===== src/core/scs_consts.vh =====
// Constants for the synchronous control cancel/start block
`ifndef SCS_CONSTS_VH
`define SCS_CONSTS_VH

// ----------------------------------------------------------------------
// Axis layout
// ----------------------------------------------------------------------
`define SCS_AXES            8
`define SCS_VIRT_FIRST      6
// Host relay numbers of axis 1; later axes follow consecutively
`define SCS_CANCEL_REQ_RELAY  16'h0158
`define SCS_CANCEL_NOT_RELAY  16'h0158
`define SCS_CLUTCH_REQ_RELAY  16'h0160
`define SCS_CLUTCH_NOT_RELAY  16'h0160

// ----------------------------------------------------------------------
// APB register byte offsets
// ----------------------------------------------------------------------
`define SCS_OFF_CANCEL_REQ  12'h000
`define SCS_OFF_CLUTCH_REQ  12'h004
`define SCS_OFF_GEAR_REQ    12'h008
`define SCS_OFF_SLIP_CFG    12'h00C
`define SCS_OFF_MCYCLE      12'h010
`define SCS_OFF_STATUS      12'h014
`define SCS_OFF_COND        12'h018
`define SCS_OFF_STOP_CNT    12'h01C
`define SCS_OFF_PHASE0      12'h020
`define SCS_OFF_PHASE7      12'h03C

// ----------------------------------------------------------------------
// Field positions
// ----------------------------------------------------------------------
`define SCS_ST_CANCEL_LSB   0
`define SCS_ST_CLUTCH_LSB   8
`define SCS_ST_GEAR_LSB     16
`define SCS_ST_RUN_LSB      24
`define SCS_CD_BUSY_LSB     0
`define SCS_CD_STOP_LSB     8
`define SCS_CD_ERR_LSB      16
`define SCS_CD_WAIT_LSB     24

// ----------------------------------------------------------------------
// Reset values
// ----------------------------------------------------------------------
`define SCS_RST_CANCEL_REQ  8'h00
`define SCS_RST_CLUTCH_REQ  8'h00
`define SCS_RST_GEAR_REQ    8'h00
`define SCS_RST_SLIP_CFG    8'h00
`define SCS_RST_MCYCLE      32'h0000_0000

// ----------------------------------------------------------------------
// Timing
// ----------------------------------------------------------------------
`define SCS_CLK_NS          100
`define SCS_SLIP_NS         1000
`define SCS_SLIP_CYC        ((`SCS_SLIP_NS + `SCS_CLK_NS - 1) / `SCS_CLK_NS)
`define SCS_SLIP_W          4

`endif


===== src/core/scs_axis.v =====
// Per-axis cancel/start state machine
`timescale 1ns/1ps
`default_nettype none
`include "scs_consts.vh"

module scs_axis
(
    input  wire        pclk,
    input  wire        presetn,
    input  wire        cancel_req,
    input  wire        clutch_req,
    input  wire        gear_req,
    input  wire        slip_en,
    input  wire        slave_busy,
    input  wire        slave_stop_req,
    input  wire        slave_err,
    input  wire        master_moving,
    input  wire [31:0] phase_now,
    output reg         cancel_note_ff,
    output reg         clutch_note_ff,
    output reg         gear_note_ff,
    output reg         slave_run_ff,
    output reg         stop_now_ff,
    output reg  [31:0] phase_ff
);

    // ------------------------------------------------------------------
    // State machine
    // ------------------------------------------------------------------
    localparam [1:0] ST_CANCEL = 2'b01;
    localparam [1:0] ST_SYNC   = 2'b10;

    reg  [1:0]               state_ff;
    reg  [`SCS_SLIP_W-1:0]   slip_cnt_ff;
    reg                      slip_act_ff;
    wire                     start_ok;
    wire [`SCS_SLIP_W-1:0]   slip_load;
    wire [31:0]              slip_full;

    assign start_ok  = !slave_busy && !slave_stop_req && !slave_err;
    assign slip_full = `SCS_SLIP_CYC;
    assign slip_load = slip_full[`SCS_SLIP_W-1:0];

    always @(posedge pclk or negedge presetn)
    begin
        if (!presetn)
        begin
            state_ff       <= ST_CANCEL;
            cancel_note_ff <= 1'b1;
            clutch_note_ff <= 1'b0;
            gear_note_ff   <= 1'b0;
            slave_run_ff   <= 1'b0;
            stop_now_ff    <= 1'b0;
            phase_ff       <= 32'h0000_0000;
            slip_cnt_ff    <= {`SCS_SLIP_W{1'b0}};
            slip_act_ff    <= 1'b0;
        end
        else
        begin
            stop_now_ff <= 1'b0;
            case (state_ff)
                ST_CANCEL:
                begin
                    slave_run_ff <= 1'b0;
                    // Stay canceled with the note on until start is legal
                    if (!cancel_req && start_ok)
                    begin
                        state_ff       <= ST_SYNC;
                        cancel_note_ff <= 1'b0;
                        phase_ff       <= phase_now;
                        // Level trigger sampled at start: direct engage
                        clutch_note_ff <= clutch_req;
                        slave_run_ff   <= clutch_req;
                        slip_act_ff    <= 1'b0;
                    end
                end
                ST_SYNC:
                begin
                    if (cancel_req)
                    begin
                        state_ff       <= ST_CANCEL;
                        cancel_note_ff <= 1'b1;
                        clutch_note_ff <= 1'b0;
                        gear_note_ff   <= 1'b0;
                        slave_run_ff   <= 1'b0;
                        slip_act_ff    <= 1'b0;
                        // Slave cannot follow a moving master any more
                        stop_now_ff    <= master_moving;
                    end
                    else
                    begin
                        gear_note_ff <= gear_req;
                        if (!clutch_req)
                        begin
                            clutch_note_ff <= 1'b0;
                            slave_run_ff   <= 1'b0;
                            slip_act_ff    <= 1'b0;
                        end
                        else if (!clutch_note_ff)
                        begin
                            // Later engage follows the slip choice
                            if (!slip_en || (slip_act_ff && slip_cnt_ff == 4'h1))
                            begin
                                clutch_note_ff <= 1'b1;
                                slave_run_ff   <= 1'b1;
                                slip_act_ff    <= 1'b0;
                            end
                            else if (!slip_act_ff)
                            begin
                                slip_act_ff <= 1'b1;
                                slip_cnt_ff <= slip_load;
                            end
                            else
                            begin
                                slip_cnt_ff <= slip_cnt_ff - 1'b1;
                            end
                        end
                    end
                end
                default:
                begin
                    state_ff       <= ST_CANCEL;
                    cancel_note_ff <= 1'b1;
                end
            endcase
        end
    end

endmodule // scs_axis
`default_nettype wire


===== src/core/scs_top.v =====
// Synchronous control cancel/start block with APB register access
`timescale 1ns/1ps
`default_nettype none
`include "scs_consts.vh"

// Behaviour
// - Canceling while master moves stops slave axes immediately.
// - Cancel clears gear-change and clutch connection notifications.
// - Start only with slaves stopped, no stop request, no error.
// - Conditions unmet: stay canceled, keep in-progress note on.
// - Cancel request low: start automatically once conditions hold.
// - Start phase is master position modulo master cycle.
// - Clutch request off makes clutch notification go off.
// - Cancel request on makes in-progress notification go on.
// - Cancel request off lets in-progress notification drop.
// - Clutch request on engages clutch, notification on, slave moves.
// - Clutch request on at start: engage directly, ignore slip.
// - Clutch request off at start: engage later by slip method; the code engages directly where slip_en is clear.
// - Clutch engaged at start: slave moves as note drops.
// - Clutch not engaged at start: slave waits for clutch request.
// - Eight axes, last two virtual, each with own bits.
module scs_top
(
    input  wire        pclk,
    input  wire        presetn,
    input  wire        psel,
    input  wire        penable,
    input  wire        pwrite,
    input  wire [11:0] paddr,
    input  wire [31:0] pwdata,
    output reg  [31:0] prdata_ff,
    output reg         pready_ff,
    output reg         pslverr_ff,
    input  wire [7:0]  slave_busy,
    input  wire [7:0]  slave_stop_req,
    input  wire [7:0]  slave_err,
    input  wire        master_moving,
    input  wire [31:0] master_pos,
    output wire [7:0]  cancel_note,
    output wire [7:0]  clutch_note,
    output wire [7:0]  gear_note,
    output wire [7:0]  slave_run,
    output wire [7:0]  slave_stop_now
);

    // ------------------------------------------------------------------
    // Declarations
    // ------------------------------------------------------------------
    reg  [7:0]   cancel_req_ff;
    reg  [7:0]   clutch_req_ff;
    reg  [7:0]   gear_req_ff;
    reg  [7:0]   slip_cfg_ff;
    reg  [31:0]  mcycle_ff;
    reg  [15:0]  stop_cnt_ff;
    reg  [31:0]  nxt_prdata;
    reg          nxt_pslverr;
    wire [31:0]  phase_now;
    wire [255:0] phase_all;
    wire         acc;
    wire         wr_ok;
    wire [2:0]   phase_idx;
    wire         phase_hit;
    wire [7:0]   start_block;
    reg  [7:0]   start_wait_ff;
    wire         stop_clr;
    reg  [15:0]  nxt_stop_cnt;

    // ------------------------------------------------------------------
    // Phase source
    // ------------------------------------------------------------------
    // A zero cycle would divide by zero; the raw position is used then
    assign phase_now = (mcycle_ff == 32'h0000_0000) ? master_pos
                                                    : (master_pos % mcycle_ff);

    // ------------------------------------------------------------------
    // Axis instances
    // ------------------------------------------------------------------
    genvar g;
    generate
        for (g = 0; g < `SCS_AXES; g = g + 1)
        begin : g_axis
            // Bits of axis g sit at bit g of each word, consecutively
            scs_axis u_axis
            (
                .pclk           (pclk),
                .presetn        (presetn),
                .cancel_req     (cancel_req_ff[g]),
                .clutch_req     (clutch_req_ff[g]),
                .gear_req       (gear_req_ff[g]),
                .slip_en        (slip_cfg_ff[g]),
                .slave_busy     (slave_busy[g]),
                .slave_stop_req (slave_stop_req[g]),
                .slave_err      (slave_err[g]),
                .master_moving  (master_moving),
                .phase_now      (phase_now),
                .cancel_note_ff (cancel_note[g]),
                .clutch_note_ff (clutch_note[g]),
                .gear_note_ff   (gear_note[g]),
                .slave_run_ff   (slave_run[g]),
                .stop_now_ff    (slave_stop_now[g]),
                .phase_ff       (phase_all[g*32 +: 32])
            );
        end
    endgenerate

    // ------------------------------------------------------------------
    // APB access
    // ------------------------------------------------------------------
    // One wait state keeps read data registered
    assign acc       = psel && penable && !pready_ff;
    assign wr_ok     = acc && pwrite && !nxt_pslverr;
    assign phase_hit = (paddr >= `SCS_OFF_PHASE0) && (paddr <= `SCS_OFF_PHASE7)
                       && (paddr[1:0] == 2'b00);
    assign phase_idx = paddr[4:2];

    // Unaligned and unmapped addresses land in the error default
    always @*
    begin
        nxt_prdata  = 32'h0000_0000;
        nxt_pslverr = 1'b0;
        case (paddr)
            `SCS_OFF_CANCEL_REQ:
            begin
                nxt_prdata = {24'h00_0000, cancel_req_ff};
            end
            `SCS_OFF_CLUTCH_REQ:
            begin
                nxt_prdata = {24'h00_0000, clutch_req_ff};
            end
            `SCS_OFF_GEAR_REQ:
            begin
                nxt_prdata = {24'h00_0000, gear_req_ff};
            end
            `SCS_OFF_SLIP_CFG:
            begin
                nxt_prdata = {24'h00_0000, slip_cfg_ff};
            end
            `SCS_OFF_MCYCLE:
            begin
                nxt_prdata = mcycle_ff;
            end
            `SCS_OFF_STATUS:
            begin
                nxt_prdata[`SCS_ST_CANCEL_LSB +: 8] = cancel_note;
                nxt_prdata[`SCS_ST_CLUTCH_LSB +: 8] = clutch_note;
                nxt_prdata[`SCS_ST_GEAR_LSB +: 8]   = gear_note;
                nxt_prdata[`SCS_ST_RUN_LSB +: 8]    = slave_run;
                nxt_pslverr = pwrite;
            end
            `SCS_OFF_COND:
            begin
                nxt_prdata[`SCS_CD_BUSY_LSB +: 8] = slave_busy;
                nxt_prdata[`SCS_CD_STOP_LSB +: 8] = slave_stop_req;
                nxt_prdata[`SCS_CD_ERR_LSB +: 8]  = slave_err;
                nxt_prdata[`SCS_CD_WAIT_LSB +: 8] = start_wait_ff;
                nxt_pslverr = pwrite;
            end
            `SCS_OFF_STOP_CNT:
            begin
                nxt_prdata  = {16'h0000, stop_cnt_ff};
            end
            default:
            begin
                if (phase_hit)
                begin
                    nxt_prdata  = phase_all[phase_idx*32 +: 32];
                    nxt_pslverr = pwrite;
                end
                else
                begin
                    nxt_pslverr = 1'b1;
                end
            end
        endcase
    end

    always @(posedge pclk or negedge presetn)
    begin
        if (!presetn)
        begin
            pready_ff  <= 1'b0;
            pslverr_ff <= 1'b0;
            prdata_ff  <= 32'h0000_0000;
        end
        else
        begin
            pready_ff  <= acc;
            pslverr_ff <= acc && nxt_pslverr;
            if (acc && !pwrite)
            begin
                prdata_ff <= nxt_prdata;
            end
        end
    end

    // ------------------------------------------------------------------
    // Writable registers
    // ------------------------------------------------------------------
    // Host should drop clutch bits before setting cancel bits
    always @(posedge pclk or negedge presetn)
    begin
        if (!presetn)
        begin
            cancel_req_ff <= `SCS_RST_CANCEL_REQ;
            clutch_req_ff <= `SCS_RST_CLUTCH_REQ;
            gear_req_ff   <= `SCS_RST_GEAR_REQ;
            slip_cfg_ff   <= `SCS_RST_SLIP_CFG;
            mcycle_ff     <= `SCS_RST_MCYCLE;
        end
        else if (wr_ok)
        begin
            case (paddr)
                `SCS_OFF_CANCEL_REQ:
                begin
                    cancel_req_ff <= pwdata[7:0];
                end
                `SCS_OFF_CLUTCH_REQ:
                begin
                    clutch_req_ff <= pwdata[7:0];
                end
                `SCS_OFF_GEAR_REQ:
                begin
                    gear_req_ff <= pwdata[7:0];
                end
                `SCS_OFF_SLIP_CFG:
                begin
                    slip_cfg_ff <= pwdata[7:0];
                end
                `SCS_OFF_MCYCLE:
                begin
                    mcycle_ff <= pwdata;
                end
                default:
                begin
                    mcycle_ff <= mcycle_ff;
                end
            endcase
        end
    end

    // ------------------------------------------------------------------
    // Start-wait status
    // ------------------------------------------------------------------
    // Axes held canceled by unmet start conditions alone
    // Lets the host tell a blocked start from a pending cancel
    // Registered, so it lags the conditions by one cycle
    assign start_block = slave_busy | slave_stop_req | slave_err;

    always @(posedge pclk or negedge presetn)
    begin
        if (!presetn)
        begin
            start_wait_ff <= 8'h00;
        end
        else
        begin
            start_wait_ff <= cancel_note & ~cancel_req_ff
                             & start_block;
        end
    end

    // ------------------------------------------------------------------
    // Immediate stop counter
    // ------------------------------------------------------------------
    // Counts cycles with a stop on any axis, once per cycle however many axes stop; a write of any value clears it
    // Saturates, so a wrap cannot pass for a low count
    assign stop_clr = wr_ok && (paddr == `SCS_OFF_STOP_CNT);

    always @*
    begin
        nxt_stop_cnt = stop_cnt_ff;
        if (|slave_stop_now)
        begin
            // An event in the cycle of a clear wins
            if (stop_cnt_ff != 16'hFFFF)
            begin
                nxt_stop_cnt = stop_cnt_ff + 16'h0001;
            end
        end
        else if (stop_clr)
        begin
            nxt_stop_cnt = 16'h0000;
        end
    end

    always @(posedge pclk or negedge presetn)
    begin
        if (!presetn)
        begin
            stop_cnt_ff <= 16'h0000;
        end
        else
        begin
            stop_cnt_ff <= nxt_stop_cnt;
        end
    end

endmodule // scs_top
`default_nettype wire


===== config.mk =====
export PLATFORM = sky130hd
export DESIGN_NAME = scs_top
export DESIGN_NICKNAME = d
export VERILOG_FILES = /design/src/core/scs_axis.v /design/src/core/scs_top.v
export VERILOG_INCLUDE_DIRS = /design/src /design/src/core
export SDC_FILE = /design/constraint.sdc
export NUM_CORES = 2
export LEC_CHECK = 0
export ABC_AREA = 0
export BUFFER_PORTS_ARGS = -buffer_cell sky130_fd_sc_hd__buf_4
export CAP_MARGIN = 20
export CORE_ASPECT_RATIO = 0.9
export CORE_MARGIN = 4
export CORE_UTILIZATION = 50
export DETAILED_ROUTE_END_ITERATION = 8
export GPL_TIMING_DRIVEN = 0
export PLACE_DENSITY = 0.76
export SYNTH_ARGS = -nofsm -noshare
export SYNTH_HDL_FRONTEND = slang
export SYNTH_SLANG_ARGS = --single-unit

===== constraint.sdc =====
create_clock -name pclk -period 82.6 [get_ports pclk]
set_input_delay 12.39 -clock pclk [delete_from_list [all_inputs] [get_ports pclk]]
set_output_delay 12.39 -clock pclk [all_outputs]
set_load 0.01 [all_outputs]

==> qor.txt <==
Top post-synthesis cells by area = dfrtp_1, ha_1, nand2_1
Crit path DAT = 82.06 ns
Worst-margin pin slew = 1.24 ns
Drc violations = 0
Netlist cell types = 116
TritonCTS Buffers = 47
Final WS setup = 1.02 ns
Die H = 319 um
Finished Layout Cells = 8610
Via count of the routed design = 59.2k
Routed vias/inst = 6.88
Crit path largest cell delay = 0.60 ns
Post-synth EDFFs = 0
CP max FO = 10
Mapped Cells = 6739
CORE AREA = 0.106 sq mm
Crit end category = flip-flop
Total gr overflow = 0
FFs w/ async S/R, synth = 1.00
Wire per inst = 27.0 um
CTS tree = built
Post-synth top area cell = dfrtp_1
Slew Limit Fails = 0
1st-iter DRT viols = 8081
Final net count = 7851
Hold Path Stages = 2
Row cnt = 113
Reg2Reg Depth = 315
Post-synthesis net count = 7408
CTS Root Cell = clkbuf_16
Die Span X = 353 um
CP startpoint kind = primary input
Post-synth top area share = 0.214
CP max-delay cell = or4_4
Die area = 0.113 sq mm
Initial core utilization = 0.506
PortBufs = 176
Sink Count = 466
Max Clock Skew = 0.0204 ns
Setup WS pre-CTS = -28.03 ns
Post-Route Utilization = 0.604
H-tree depth = 2
Clk_lat worst skew = 0.61 ns
HP Class = reg -> reg
Tcrit/Tclk final = 0.988
GPL Wtd Cong = 1.07
Worst slew margin = 0.168
All-Layer GR Usage = 0.385
Cell Area, Synth = 0.0536 sq mm
Area delta synth->final = 19.4%
Seq/Total Area, Yosys = 0.218
Initial antenna violation count = 14
Vias in the first global route = 54.3k
Placed cell count = 8326
Hpwl dp = 177000 um
Pin count of the biggest net entering global routing = 120
Final setup fails = 0
CP Data Required Time = 83.08 ns
Share of layout cells above drive strength 1 = 0.203
Synthesized area per cell = 7.95 sq um
Worst setup path class = in -> reg
Outcome = completed
Final WL = 232000 um
Seq cells post-synth = 466
Clock period minus worst slack = 81.58 ns
DRT Pass-1 Iters = 9
Top cell by count, worst path = buf_4
Detail Route Antenna Nets = 0
Io pins = 180
Primary FF master, synth = dfrtp_1
Max cap viols = 0
Clock Path Buffers = 3
Reg clk slew, reported paths = 0.07 ns
Top achievable clock speed = 12.3 MHz
First-pass GRT wire length = 337000 um
Fin. Hold Viols = 0
Yosys warns = 0
final timing paths:
path / start / slack, ns / to
min in group asynchronous: presetn / 11.78 / g_axis[3].u_axis.stop_now_ff$_DFF_PN0_
hold reg to reg: g_axis[1].u_axis.phase_ff[8]$_DFFE_PN0P_ / 0.48 / g_axis[1].u_axis.phase_ff[8]$_DFFE_PN0P_
setup reg to reg: mcycle_ff[14]$_DFFE_PN0P_ / 9.84 / g_axis[4].u_axis.phase_ff[10]$_DFFE_PN0P_
setup / recovery: master_pos[31] / 1.02 / g_axis[4].u_axis.phase_ff[10]$_DFFE_PN0P_
hold / removal: g_axis[1].u_axis.phase_ff[8]$_DFFE_PN0P_ / 0.48 / g_axis[1].u_axis.phase_ff[8]$_DFFE_PN0P_
max in group asynchronous: presetn / 69.38 / g_axis[0].u_axis.phase_ff[21]$_DFFE_PN0P_
cells in the final DEF (no fill, tap or decap), drive strengths merged, types with 34 or more instances in the layout:
cell    count
o21ai     540
mux4       64
a31oi     107
dfrtp     458
nor2b      55
o21bai     40
nor4       41
clkbuf    227
nand2     787
a21o      215
a21oi     508
nand4      58
a211o      34
or3        61
o31ai      89
or2        52
nor2      596
nand2b     54
nand3     158
a221oi     34
a211oi     81
and3       63
inv       241
mux2      172
ha        562
o211ai     73
and2       53
xnor2     196
xor2      151
buf       538
nor3      188
mux2i      67
o21a      157
registers in the layout, summed over array words and instances, names as in the netlist:
signal	cells
cancel_req_ff	8
clutch_req_ff	8
g_axis.u_axis.clutch_note_ff	8
g_axis.u_axis.gear_note_ff	8
g_axis.u_axis.phase_ff	256
g_axis.u_axis.slave_run_ff	8
g_axis.u_axis.slip_act_ff	8
g_axis.u_axis.slip_cnt_ff	32
g_axis.u_axis.state_ff	16
g_axis.u_axis.stop_now_ff	8
gear_req_ff	8
mcycle_ff	32
prdata_ff	32
pready_ff	1
pslverr_ff	1
slip_cfg_ff	8
start_wait_ff	8
stop_cnt_ff	16
cell usage after synthesis (47+ instances only):
cell type	n
xnor2_1	196
nor3_1	183
o21a_1	157
nand2_1	786
mux2i_1	66
or3_1	61
inv_1	237
clkbuf_1	205
and3_1	63
a21o_1	215
ha_1	562
a21oi_1	504
nand2b_1	54
mux2_2	172
nor2b_1	55
and2_1	51
nand3_1	157
nor2_1	593
o21ai_0	484
xor2_1	151
a211oi_1	77
a31oi_1	102
mux4_2	64
nand4_1	58
or2_2	47
o31ai_1	87
dfrtp_1	458
o211ai_1	71
cell families (layout without fill, tap and decap cells):
logic type / Yosys count / after routing / share of synthesized area
other: 0 / 9 / 0
flip-flops: 466 / 466 / 0.218
XOR/XNOR: 347 / 347 / 0.0567
adder cells (fa/ha/maj): 563 / 563 / 0.132
multiplexers: 303 / 303 / 0.0756
AO/OA/AOI/OAI: 2244 / 2244 / 0.279
buffers and inverters: 542 / 1024 / 0.0416
AND/OR/NAND/NOR: 2274 / 2274 / 0.198
what timing repair did:
item / in CTS / in global routing
endpoints found under the setup margin: 256 / 256
hold buffers: 0 / 0
resized for setup: 517 / 403
setup buffers: 91 / 105
pin swaps: 68 / 144
through the flow:
| step | hold slack (ns) | instance area (sq um) | TNS (ns) |
|---|---|---|---|
| floorplan | 0.443 | 53600 | 0 |
| global route | 0.494 | 64000 | -148.62 |
| finish | 0.479 | 64000 | 0 |
| detailed placement | 0.462 | 57200 | -7020.42 |
| global placement | 0.454 | 56600 | -7004.73 |
| CTS | 0.477 | 61400 | 0 |
routing by layer:
metal | share of wire | up-vias | global-route usage | wire (um)
li1 | - | 26000 | - | -
met4 | 0.067 | 8 | 0.201 | 15600
met2 | 0.40 | 4071 | 0.551 | 92900
met3 | 0.15 | 935 | 0.127 | 34200
met1 | 0.38 | 28200 | 0.517 | 89400
met5 | 0.00092 | - | 0 | 214
worst max-delay path, delay by kind of cell:
kind,cells,cell delay (ns)
adder cells (fa/ha/maj),32,9.63
multiplexers,3,0.77
buffers and inverters,57,10.78
AO/OA/AOI/OAI,125,29.60
AND/OR/NAND/NOR,92,18.57
area by class of cell:
type | count | area, sq um
fill | 9160 | 41900
buffer | 292 | 1820
sequential | 466 | 11700
multi-input combinational | 5731 | 42800
inverter | 239 | 897
timing repair buffer | 405 | 3390
tap | 1380 | 1730
antenna | 9 | 22.5
clock buffer | 68 | 1400
clock inverter | 20 | 254
Power is left out: the tool's default activity adds up to more than one toggle a clock period on the data nets, which glitch-free logic cannot reach.
